### src/rtl/lvi_pkg.sv
// constants, register map and carrier types of the low-voltage interrupt unit
// assumes one 40 MHz core clock and an AHB-Lite register port
// Operation
// - after power-on reset stay in module-standby
// - supply falls: detect signal low, fall flag set
// - fall with fall enable raises interrupt simultaneously
// - supply rises without reset drop: detect signal high
package lvi_pkg;

	// ==========================================================
	// timing
	localparam int CLK_PERIOD_NS   = 25;
	localparam int SETTLE_TIME_NS  = 50_000;
	localparam int SETTLE_CYCLES   = (SETTLE_TIME_NS + CLK_PERIOD_NS - 1) / CLK_PERIOD_NS;
	localparam int SETTLE_CNT_W    = 12;

	// ==========================================================
	// register map
	localparam int          ADDR_W     = 8;
	localparam logic [7:0]  OFS_CTRL   = 8'h00;
	localparam logic [7:0]  OFS_STATUS = 8'h04;
	localparam logic [31:0] CTRL_RESET = 32'h0000_0000;

	// control bit positions
	localparam int CTRL_RISE_IE_BIT = 0;
	localparam int CTRL_FALL_IE_BIT = 1;
	localparam int CTRL_DET_EN_BIT  = 7;

	// status bit positions
	localparam int STAT_FALL_BIT    = 0;
	localparam int STAT_RISE_BIT    = 1;
	localparam int STAT_SEQERR_BIT  = 2;
	localparam int STAT_SETTLED_BIT = 4;
	localparam int STAT_LEVEL_BIT   = 5;

	// comparator input positions
	localparam int CMP_FALL_BIT  = 0;
	localparam int CMP_RISE_BIT  = 1;
	localparam int CMP_RESET_BIT = 2;
	localparam int CMP_W         = 3;

	// ==========================================================
	// types
	typedef struct packed {
		logic detect_circuit_enable;
		logic fall_interrupt_enable;
		logic rise_interrupt_enable;
	} lvi_ctrl_t;

	typedef struct packed {
		logic              wr;
		logic              rd;
		logic [ADDR_W-1:0] addr;
		logic [31:0]       wdata;
	} lvi_req_t;

	typedef enum logic [1:0] {
		ST_STANDBY = 2'b00,
		ST_SETTLE  = 2'b01,
		ST_WATCH   = 2'b10
	} lvi_state_t;

endpackage

### src/rtl/lvi_top.sv
// low-voltage interrupt unit: enable sequencing, fall/rise detection, flags, interrupt request
// assumes comparator levels arrive asynchronously; registers reached over AHB-Lite
`timescale 1ns/1ps
`default_nettype none
module lvi_top
	import lvi_pkg::*;
#(
	parameter int SETTLE_WAIT = SETTLE_CYCLES
) (
	// clock and reset
	input  wire logic          core_clk,
	input  wire logic          rst_n,
	// register bus
	input  wire logic          hsel,
	input  wire logic [31:0]   haddr,
	input  wire logic [1:0]    htrans,
	input  wire logic          hwrite,
	input  wire logic [2:0]    hsize,
	input  wire logic [31:0]   hwdata,
	input  wire logic          hready,
	output logic               hreadyout,
	output logic               hresp,
	output logic      [31:0]   hrdata,
	// comparator levels: [0] below fall level, [1] above rise level, [2] below reset level
	input  wire logic [CMP_W-1:0] supply_cmp,
	// outputs to the system
	output logic               detect_signal_n,
	output logic               external_interrupt_zero
);
	// ==========================================================
	// elaboration checks
	initial begin
		if (SETTLE_WAIT < 1 || SETTLE_WAIT >= (1 << SETTLE_CNT_W))
			$error("lvi_top: SETTLE_WAIT out of range");
	end

	localparam logic [SETTLE_CNT_W-1:0] SETTLE_LAST = SETTLE_CNT_W'(SETTLE_WAIT);

	// ==========================================================
	// declarations
	lvi_req_t               req;
	logic [31:0]            rdata;
	logic [CMP_W-1:0]       cmp_s;
	lvi_ctrl_t              ctrl_reg;
	lvi_ctrl_t              ctrl_next;
	lvi_state_t             state_reg;
	lvi_state_t             state_next;
	logic [SETTLE_CNT_W-1:0] settle_cnt_reg;
	logic                   fall_flag_reg;
	logic                   rise_flag_reg;
	logic                   seq_err_reg;
	logic                   reset_seen_reg;
	logic                   armed;
	logic                   fall_ev;
	logic                   rise_ev;
	logic                   ctrl_wr;
	logic                   stat_wr;
	logic                   bad_shutdown;

	// ==========================================================
	// bus front end and synchroniser
	lvi_ahb_slave u_bus (
		.core_clk  (core_clk),
		.rst_n     (rst_n),
		.hsel      (hsel),
		.haddr     (haddr),
		.htrans    (htrans),
		.hwrite    (hwrite),
		.hsize     (hsize),
		.hwdata    (hwdata),
		.hready    (hready),
		.hreadyout (hreadyout),
		.hresp     (hresp),
		.hrdata    (hrdata),
		.req       (req),
		.rdata     (rdata)
	);

	lvi_sync #(
		.WIDTH (CMP_W)
	) u_sync (
		.core_clk (core_clk),
		.rst_n    (rst_n),
		.async_in (supply_cmp),
		.sync_out (cmp_s)
	);

	// ==========================================================
	// control register
	assign ctrl_wr = req.wr && (req.addr == OFS_CTRL);
	assign stat_wr = req.wr && (req.addr == OFS_STATUS);

	always_comb begin
		ctrl_next.detect_circuit_enable = req.wdata[CTRL_DET_EN_BIT];
		ctrl_next.fall_interrupt_enable = req.wdata[CTRL_FALL_IE_BIT];
		ctrl_next.rise_interrupt_enable = req.wdata[CTRL_RISE_IE_BIT];
	end

	// dropping the detect enable and at least one interrupt enable in one write, leaving none set, is flagged; the write still takes effect
	assign bad_shutdown = ctrl_wr && ctrl_reg.detect_circuit_enable
		&& (ctrl_reg.fall_interrupt_enable || ctrl_reg.rise_interrupt_enable)
		&& !ctrl_next.detect_circuit_enable
		&& !ctrl_next.fall_interrupt_enable && !ctrl_next.rise_interrupt_enable;

	always_ff @(posedge core_clk) begin
		if (!rst_n) begin
			ctrl_reg.detect_circuit_enable <= CTRL_RESET[CTRL_DET_EN_BIT];
			ctrl_reg.fall_interrupt_enable <= CTRL_RESET[CTRL_FALL_IE_BIT];
			ctrl_reg.rise_interrupt_enable <= CTRL_RESET[CTRL_RISE_IE_BIT];
		end else if (ctrl_wr) begin
			ctrl_reg <= ctrl_next;
		end
	end

	// ==========================================================
	// sequencing: standby, reference settling, watching
	always_comb begin
		state_next = state_reg;
		unique case (state_reg)
			ST_STANDBY: begin
				if (ctrl_reg.detect_circuit_enable) begin
					state_next = ST_SETTLE;
				end
			end
			ST_SETTLE: begin
				if (!ctrl_reg.detect_circuit_enable) begin
					state_next = ST_STANDBY;
				end else if (settle_cnt_reg == SETTLE_LAST) begin
					state_next = ST_WATCH;
				end
			end
			ST_WATCH: begin
				if (!ctrl_reg.detect_circuit_enable) begin
					state_next = ST_STANDBY;
				end
			end
			default: begin
				state_next = ST_STANDBY;
			end
		endcase
	end

	always_ff @(posedge core_clk) begin
		if (!rst_n) begin
			state_reg <= ST_STANDBY;
		end else begin
			state_reg <= state_next;
		end
	end

	// the wait is enforced in hardware too, so early interrupt enables are harmless
	always_ff @(posedge core_clk) begin
		if (!rst_n) begin
			settle_cnt_reg <= '0;
		end else if (state_reg == ST_SETTLE && settle_cnt_reg != SETTLE_LAST) begin
			settle_cnt_reg <= settle_cnt_reg + 1'b1;
		end else if (state_reg == ST_STANDBY) begin
			settle_cnt_reg <= '0;
		end
	end

	// ==========================================================
	// detection
	assign armed   = (state_reg == ST_WATCH);
	assign fall_ev = armed && detect_signal_n && cmp_s[CMP_FALL_BIT];
	assign rise_ev = armed && !detect_signal_n && cmp_s[CMP_RISE_BIT]
		&& !reset_seen_reg;

	// a dip below the reset level blocks recovery until the detector is re-armed
	always_ff @(posedge core_clk) begin
		if (!rst_n) begin
			reset_seen_reg <= 1'b0;
		end else if (!armed) begin
			reset_seen_reg <= 1'b0;
		end else if (!detect_signal_n && cmp_s[CMP_RESET_BIT]) begin
			reset_seen_reg <= 1'b1;
		end
	end

	always_ff @(posedge core_clk) begin
		if (!rst_n) begin
			detect_signal_n <= 1'b1;
		end else if (!armed) begin
			detect_signal_n <= 1'b1;
		end else if (fall_ev) begin
			detect_signal_n <= 1'b0;
		end else if (rise_ev) begin
			detect_signal_n <= 1'b1;
		end
	end

	always_ff @(posedge core_clk) begin
		if (!rst_n) begin
			external_interrupt_zero <= 1'b0;
		end else begin
			external_interrupt_zero <= (fall_ev && ctrl_reg.fall_interrupt_enable)
				|| (rise_ev && ctrl_reg.rise_interrupt_enable);
		end
	end

	// ==========================================================
	// status flags: writing 0 clears, a same-cycle event wins
	always_ff @(posedge core_clk) begin
		if (!rst_n) begin
			fall_flag_reg <= 1'b0;
		end else if (fall_ev) begin
			fall_flag_reg <= 1'b1;
		end else if (stat_wr && !req.wdata[STAT_FALL_BIT]) begin
			fall_flag_reg <= 1'b0;
		end
	end

	always_ff @(posedge core_clk) begin
		if (!rst_n) begin
			rise_flag_reg <= 1'b0;
		end else if (rise_ev && ctrl_reg.rise_interrupt_enable) begin
			rise_flag_reg <= 1'b1;
		end else if (stat_wr && !req.wdata[STAT_RISE_BIT]) begin
			rise_flag_reg <= 1'b0;
		end
	end

	always_ff @(posedge core_clk) begin
		if (!rst_n) begin
			seq_err_reg <= 1'b0;
		end else if (bad_shutdown) begin
			seq_err_reg <= 1'b1;
		end else if (stat_wr && !req.wdata[STAT_SEQERR_BIT]) begin
			seq_err_reg <= 1'b0;
		end
	end

	// ==========================================================
	// read-back; unmapped offsets read zero
	always_comb begin
		rdata = 32'h0000_0000;
		if (req.addr == OFS_CTRL) begin
			rdata[CTRL_DET_EN_BIT]  = ctrl_reg.detect_circuit_enable;
			rdata[CTRL_FALL_IE_BIT] = ctrl_reg.fall_interrupt_enable;
			rdata[CTRL_RISE_IE_BIT] = ctrl_reg.rise_interrupt_enable;
		end else if (req.addr == OFS_STATUS) begin
			rdata[STAT_FALL_BIT]    = fall_flag_reg;
			rdata[STAT_RISE_BIT]    = rise_flag_reg;
			rdata[STAT_SEQERR_BIT]  = seq_err_reg;
			rdata[STAT_SETTLED_BIT] = armed;
			rdata[STAT_LEVEL_BIT]   = detect_signal_n;
		end
	end

	// ==========================================================
	// checks
	a_standby_quiet: assert property (@(posedge core_clk) disable iff (!rst_n)
		(state_reg == ST_STANDBY) |=> detect_signal_n && !external_interrupt_zero)
		else $error("unit active while in standby");

	a_settle_done: assert property (@(posedge core_clk) disable iff (!rst_n)
		armed |-> settle_cnt_reg == SETTLE_LAST)
		else $error("watching before the settling wait ended");

	a_fall_detect: assert property (@(posedge core_clk) disable iff (!rst_n)
		fall_ev |=> !detect_signal_n && fall_flag_reg)
		else $error("fall not reported");

	a_fall_irq: assert property (@(posedge core_clk) disable iff (!rst_n)
		fall_ev && ctrl_reg.fall_interrupt_enable |=> external_interrupt_zero && fall_flag_reg)
		else $error("fall interrupt not raised with flag");

	a_irq_cause: assert property (@(posedge core_clk) disable iff (!rst_n)
		$rose(external_interrupt_zero) |-> $past(fall_ev) || $past(rise_ev))
		else $error("interrupt without a detection");

	a_rise_restore: assert property (@(posedge core_clk) disable iff (!rst_n)
		rise_ev |=> detect_signal_n ##1 detect_signal_n || !armed || $past(fall_ev))
		else $error("detect signal not restored on rise");

	a_reset_block: assert property (@(posedge core_clk) disable iff (!rst_n)
		reset_seen_reg && armed |=> $stable(detect_signal_n) || !armed)
		else $error("recovered after dropping below reset level");

	a_rise_flag: assert property (@(posedge core_clk) disable iff (!rst_n)
		rise_ev && ctrl_reg.rise_interrupt_enable |=> rise_flag_reg && external_interrupt_zero)
		else $error("rise flag or interrupt missing");

	a_fall_cause: assert property (@(posedge core_clk) disable iff (!rst_n)
		$fell(detect_signal_n) |-> $past(fall_ev))
		else $error("detect signal dropped without a fall");

	a_flag_sticky: assert property (@(posedge core_clk) disable iff (!rst_n)
		fall_flag_reg && !(stat_wr && !req.wdata[STAT_FALL_BIT]) |=> fall_flag_reg)
		else $error("fall flag lost without a clear");

	a_fall_quiet: assert property (@(posedge core_clk) disable iff (!rst_n)
		fall_ev && !ctrl_reg.fall_interrupt_enable |=> !external_interrupt_zero)
		else $error("fall raised a request while its enable was clear");

	a_rise_cause: assert property (@(posedge core_clk) disable iff (!rst_n)
		$rose(detect_signal_n) |-> $past(rise_ev) || !$past(armed))
		else $error("detect signal restored without a rise");

	a_rise_gated: assert property (@(posedge core_clk) disable iff (!rst_n)
		$rose(rise_flag_reg) |-> $past(rise_ev) && $past(ctrl_reg.rise_interrupt_enable))
		else $error("rise flag set without its enable");

	a_seq_err_set: assert property (@(posedge core_clk) disable iff (!rst_n)
		bad_shutdown |=> seq_err_reg)
		else $error("single-write shutdown not flagged");
endmodule
`default_nettype wire

### src/rtl/lvi_sync.sv
// two-flop synchroniser for the comparator levels
// assumes inputs are slow levels from the analog side
`timescale 1ns/1ps
`default_nettype none
module lvi_sync #(
	parameter int WIDTH = 3
) (
	// clock and reset
	input  wire logic             core_clk,
	input  wire logic             rst_n,
	// levels
	input  wire logic [WIDTH-1:0] async_in,
	output logic      [WIDTH-1:0] sync_out
);
	logic [WIDTH-1:0] meta_reg;

	initial begin
		if (WIDTH < 1) $error("lvi_sync: WIDTH must be at least 1");
	end

	// first stage is read only by the second
	always_ff @(posedge core_clk) begin
		if (!rst_n) begin
			meta_reg <= '0;
			sync_out <= '0;
		end else begin
			meta_reg <= async_in;
			sync_out <= meta_reg;
		end
	end
endmodule
`default_nettype wire

### src/rtl/lvi_ahb_slave.sv
// AHB-Lite slave front end: one wait state per transfer, always OKAY
// assumes single word transfers; register file answers reads combinationally
`timescale 1ns/1ps
`default_nettype none
module lvi_ahb_slave
	import lvi_pkg::*;
(
	// clock and reset
	input  wire logic        core_clk,
	input  wire logic        rst_n,
	// bus
	input  wire logic        hsel,
	input  wire logic [31:0] haddr,
	input  wire logic [1:0]  htrans,
	input  wire logic        hwrite,
	input  wire logic [2:0]  hsize,
	input  wire logic [31:0] hwdata,
	input  wire logic        hready,
	output logic             hreadyout,
	output logic             hresp,
	output logic      [31:0] hrdata,
	// register side
	output lvi_req_t         req,
	input  wire logic [31:0] rdata
);
	logic              pend_reg;
	logic              pend_wr_reg;
	logic [ADDR_W-1:0] pend_addr_reg;
	logic              accept;

	// hsize is not checked: only whole words are issued
	assign accept = hsel && htrans[1] && hready;

	// the wait state lets a write land before any following read is sampled
	always_ff @(posedge core_clk) begin
		if (!rst_n) begin
			pend_reg      <= 1'b0;
			pend_wr_reg   <= 1'b0;
			pend_addr_reg <= '0;
			hreadyout     <= 1'b1;
		end else if (accept) begin
			pend_reg      <= 1'b1;
			pend_wr_reg   <= hwrite;
			pend_addr_reg <= haddr[ADDR_W-1:0];
			hreadyout     <= 1'b0;
		end else begin
			pend_reg  <= 1'b0;
			hreadyout <= 1'b1;
		end
	end

	always_comb begin
		req.wr    = pend_reg && pend_wr_reg;
		req.rd    = pend_reg && !pend_wr_reg;
		req.addr  = pend_addr_reg;
		req.wdata = hwdata;
	end

	always_ff @(posedge core_clk) begin
		if (!rst_n) begin
			hrdata <= 32'h0000_0000;
			hresp  <= 1'b0;
		end else begin
			hresp <= 1'b0;
			if (req.rd) begin
				hrdata <= rdata;
			end
		end
	end

	a_bus_wait_state: assert property (@(posedge core_clk) disable iff (!rst_n)
		accept |=> !hreadyout ##1 hreadyout) else $error("transfer did not take one wait state");
endmodule
`default_nettype wire

### config.mk
export PLATFORM = sky130hd
export DESIGN_NAME = lvi_top
export DESIGN_NICKNAME = d
export VERILOG_FILES = /design/src/rtl/lvi_pkg.sv /design/src/rtl/lvi_top.sv /design/src/rtl/lvi_sync.sv /design/src/rtl/lvi_ahb_slave.sv
export SDC_FILE = /design/constraint.sdc
export NUM_CORES = 1
export LEC_CHECK = 0
export ABC_AREA = 1
export BUFFER_PORTS_ARGS = -buffer_cell sky130_fd_sc_hd__buf_2
export CAP_MARGIN = 20
export CORE_MARGIN = 2
export CORE_UTILIZATION = 30
export CTS_CLUSTER_DIAMETER = 200
export DETAILED_ROUTE_END_ITERATION = 8
export GPL_TIMING_DRIVEN = 0
export PLACE_DENSITY = 0.59
export SLEW_MARGIN = 10
export SYNTH_ARGS = -nofsm -noshare
export SYNTH_HDL_FRONTEND = slang
export SYNTH_SLANG_ARGS = --single-unit
### constraint.sdc
create_clock -name core_clk -period 3.2 [get_ports core_clk]
set_clock_uncertainty 0.05 [all_clocks]
set_input_delay 0.16 -clock core_clk [delete_from_list [all_inputs] [get_ports core_clk]]
set_output_delay 0.16 -clock core_clk [all_outputs]
set_load 0.02 [all_outputs]
# Word level (Yosys, flattened, before mapping)
# Cells that the tools add are included.
[op_classes]
multipliers = 0
n_mux = 23
n_shift = 0
n_bitwise = 0
n_addsub = 1
n_reduce_logical = 41
n_lt_le_gt_ge = 0
eq_ne = 8
n_div = 0
[op_table]
columns = ["op", "count"]
rows = [
  ["two-way mux 12 bit", 2],
  ["logical AND 1 bit", 23],
  ["two-way mux 2 bit", 7],
  ["adder 12 x 1 -> 12 bit (second input constant)", 1],
  ["equality test 12 x 11 -> 1 bit (second input constant)", 1],
  ["two-way mux 1 bit", 12],
  ["!= test 12 x 11 -> 1 bit (second input constant)", 1],
  ["nonzero test 2 bit", 5],
  ["equality test 8 x 3 -> 1 bit (second input constant)", 1],
  ["zero test 8 bit", 1],
  ["zero test 1 bit", 7],
  ["one-hot mux 2 bit (3 select lines)", 1],
  ["!= test 2 bit (second input constant)", 2],
  ["two-way mux 3 bit", 1],
  ["!= test 3 bit (second input constant)", 1],
  ["AND reduction 3 bit", 1],
  ["equality test 2 x 1 -> 1 bit (second input constant)", 1],
  ["equality test 2 bit (second input constant)", 1],
  ["zero test 2 bit", 1],
  ["logical OR 1 bit", 2],
  ["AND reduction 2 bit", 1],
]
[word_totals]
ff_bits = 46
romBits = 0
inputBits = 77
mem_count = 0
output_inout_bits = 36
latch_bits = 0
ramBits = 0

# Longest topological paths before layout
[depth]
ltp_word = 8
mapped_depth = 10
ltp_nobuf = 10

# By module
# Synthesis repeated with hierarchy kept, for this count alone.
[hier_totals]
cells_unflattened = 485
hier_area_um2 = 3528.4
[modules_own_cells]
columns = ["mod", "area_each_um2", "cells_per_inst", "instances", "seq_area_each_um2"]
rows = [
  ["lvi_ahb_slave", 2050.7, 259, 1, 860.8],
  ["lvi_top", 1312.5, 208, 1, 460.4],
  ["lvi_sync", 165.2, 18, 1, 120.1],
]

# Worst setup path before layout
# Ideal clock, no wire load.
[synth_timing]
path_kind = "register to register"
startpoint = "register settle_cnt_reg[0]"
endpoint = "register settle_cnt_reg[0]"
setup_slack_ns = 1.817
path_buffers = 0
arrival_time_ns = 1.220
t_required_ns = 3.036
stages_incl_launch_ff = 10
setup_ns = 0.114
cell_sequence = "dfxtp_1 -> inv_1 -> ha_1 -> nand2_1 -> nor2_2 -> nand3_4 -> nand2_8 -> inv_8 -> o21ai_2 -> nor2_2"
[synth_between]
elab_chain_cells = 3
elab_cells_between_ends = 5
classes_between = "1 x add/sub; 1 x eq/ne; 1 x mux; 2 x reduce/logical"
[synth_rtl]
columns = ["element", "line", "source"]
rows = [
  ["from (decl)", "lvi_top.sv:48", "logic [SETTLE_CNT_W-1:0] settle_cnt_reg;"],
  ["from (signal assigned)", "lvi_top.sv:156", "settle_cnt_reg <= settle_cnt_reg + 1'b1;"],
  ["parallel branches: the longest is 3 deep, another holds adder 12 x 1 -> 12 bit", "n/a", ""],
]
# Parallel ways; which one is timed is not known.
# A chain may end at the register's enable or synchronous reset.

# Worst setup path in the final report
[layout_timing]
startpoint = "register settle_cnt_reg[0]"
endpoint = "register settle_cnt_reg[7]"
# Same word-level chain as after synthesis.

==> impl_metrics.yaml <==
floorplanning:
  core-area_um2: 7290
  die-area_um2: 8300
  rows: 31
  dieHeight_um: 91.1
  initial_core_util_pct: 31.2
  die_w_um: 91.1
  num_io_pins: 113
cells_and_area:
  syn2layout_area_growth_pct: 22.6
  largest_register_ffs: 12
  final_cells: 473
  final_cell_mix: "69 x nand2_1, 46 x dfxtp_1, 36 x inv_1"
  nNetsFinal: 452
  drive_above_1_share_pct: 23.8
  final.fill_count: 806
  final_common_cell: "nand2_1"
  diodes: 0
  finish.utilization_pct: 38.3
power:
  p_switching_uw: 288
  p_int_uw: 785
  irDropWorstVdd_mv: 0.178
  p_sw_share_pct: 26.9
  p_leak_uw: 0.00118
  p_per_area_nw_per_um2: 384
  pwr-share-clk_pct: 35.0
  seqPwrFrac_pct: 54.5
  pwr-share-comb_pct: 10.5
synth:
  synth-seq-cells: 46
  synth_top_cell_area_share_pct: 40.4
  syn_avg_cell_area_um2: 7.44
  postSynthCellCount: 306
  async_flop_share_pct: 0
  synth_flop_cell: "dfxtp_1"
  yosysTopAreaCell: "dfxtp_1"
  yosys-top-cells-area: "dfxtp_1 40%, nand2_1 11%, buf_4 9.2%"
  synth_edf_count: 0
  synthDistinctLibCells: 29
  yosys_warnings: 0
  yosysSeqAreaShare_pct: 40.4
  syn_area_um2: 2280
grt:
  grt-ovfl-total: 0
  grt_usage_pct: 11.7
  grt_max_degree: 17
  grt_pass1_vias: 1728
  grt_pass1_wl_mm: 7.95
  antenna_found_initial: 0
drt:
  drt-total-wl_mm: 4.60
  drt_iter0_markers: 105
  avgRoutedWirePerCell_um: 9.73
  dr.pass1.iters: 4
  via_per_inst: 4.14
  vias: 1957
  route.detailed.drc: 0
  drtAntennaViolNets: 0
setup_path:
  slowest_stage: "dfxtp_1"
  crit_buf_inv: 2
  max_stage_delay_ns: 0.44
  cp_top_family: "simple AND/OR/NAND/NOR gates"
  cp-end-kind: "register"
  path_common_cell: "nand2_1"
  start_kind: "register"
  crit_required_ns: 3.39
  worstPathArrival_ns: 1.75
  worstPathMaxFanout: 10
  r2r_slack_ns: 1.64
  path_class: "register to register"
  path_cells: "inv_1, ha_1, nand2_1, nor2_2, nand3_4, nand2_8, inv_8, nand2_1, a21oi_1"
placement:
  place.detailed.hpwl_mm: 3.42
  dp.cells: 459
  gp_congestion: 0.816
  port_buffers: 28
  post-place-ws_ns: 1.66
cts:
  cts_root_buf: "clkbuf_8"
  ctsLongestPathBuffers: 2
  cts_buffers: 5
  clk_pin_slew_ns: 0.09
  cts_tree: "built"
  htree_levels: 2
  clock-sinks: 46
  clk_latency_ns: 0.31
timing:
  timing.final.crit_share_pct: 48.6
  worst_pin_slew_ns: 0.591
  layout_min_cycle_time_ns: 1.56
  layout_setup_ws_ns: 1.64
  drv_slew: 0
  finalSetupTns_ns: 0
  setup_viol: 0
  max_freq_mhz: 643
  hold_ws_ns: 0.00606
  hold_viol_final: 0
  relSlewSlack_pct: 60.6
  rsz0062_at_grt: "no"
run_status:
  status: "finished clean"
flow_run:
  drv_cap: 0
worst_hold_path:
  hp-class: "input pin to register"
[layout make-up]
| class | count | area [um2] | area share [%] |
|---|---|---|---|
| Tap cell | 99 | 124 | 4.44 |
| Buffer | 31 | 223 | 7.97 |
| Timing Repair Buffer | 34 | 200 | 7.17 |
| Clock buffer | 5 | 68.8 | 2.46 |
| Sequential cell | 46 | 921 | 33.0 |
| Multi-Input combinational cell | 213 | 1070 | 38.2 |
| Clock inverter | 3 | 25.0 | 0.896 |
| Inverter | 42 | 165 | 5.91 |
[cells by family (layout without fill, tap and decap cells)]
kind of cell / after synthesis / count (layout) / synth area share [%]
compound gates: 43 / 43 / 9.95
simple gates: 141 / 141 / 31.3
buf+inv: 73 / 115 / 17.0
fa+ha+maj: 2 / 2 / 1.10
flops: 46 / 46 / 40.4
other cells: 1 / 27 / 0.165
[cell usage after synthesis (3+ instances only)]
cell type  count
nand2_1       69
dfxtp_1       46
inv_1         36
buf_4         28
nand3_1       28
a21oi_1       22
o21ai_0       18
nor2_1        14
nand4_1        8
nor2_2         6
clkinv_1       3
nand2_2        3
[stage by stage]
step | total power [uW] | area (um2)
finish | 1070 | 2790
global route | 1120 | 2790
CTS | 1090 | 2790
detailed placement | 706 | 2640
global placement | 705 | 2640
floorplan | 681 | 2370
[path summary, 6_finish.rpt]
kind / from / endpoint / cells after the start
max: settle_cnt_reg[0] / settle_cnt_reg[7] / 9
min: haddr[3] / u_bus.pend_addr_reg[3] / 3
max reg2reg: settle_cnt_reg[0] / settle_cnt_reg[7] / 9
min reg2reg: u_sync.meta_reg[2] / u_sync.sync_out[2] / 2
[metal layers]
| layer | track usage (%) | part of all wire [%] |
|---|---|---|
| met5 | 0 | 0 |
| met4 | 4.17 | 1.7 |
| met3 | 2.24 | 3.8 |
| met2 | 19.4 | 45 |
| met1 | 15.1 | 50 |
[power groups by stage]
stage | Sequential [uW] | Combinational [uW] | Clock, uW
floorplan | 601 | 79.9 | 0
global placement | 598 | 106 | 0
detailed placement | 599 | 107 | 0
CTS | 585 | 113 | 388
global route | 586 | 124 | 410
finish | 585 | 113 | 376
[worst register-to-register path, cell delays in order (launching register included)]
cell and delay, ns:
dfxtp_1 0.44, inv_1 0.10, ha_1 0.20, nand2_1 0.08, nor2_2 0.06, nand3_4 0.14, nand2_8 0.11, inv_8 0.12
nand2_1 0.06, a21oi_1 0.15
[timing repair]
item | 4_1_cts | 5_1_grt
hold endpoints to repair | 6 | 0
hold buffers | 6 | 0
resized for setup | 0 | 0
buffers inserted | 0 | 0
Power figures use the tool's default switching activity.
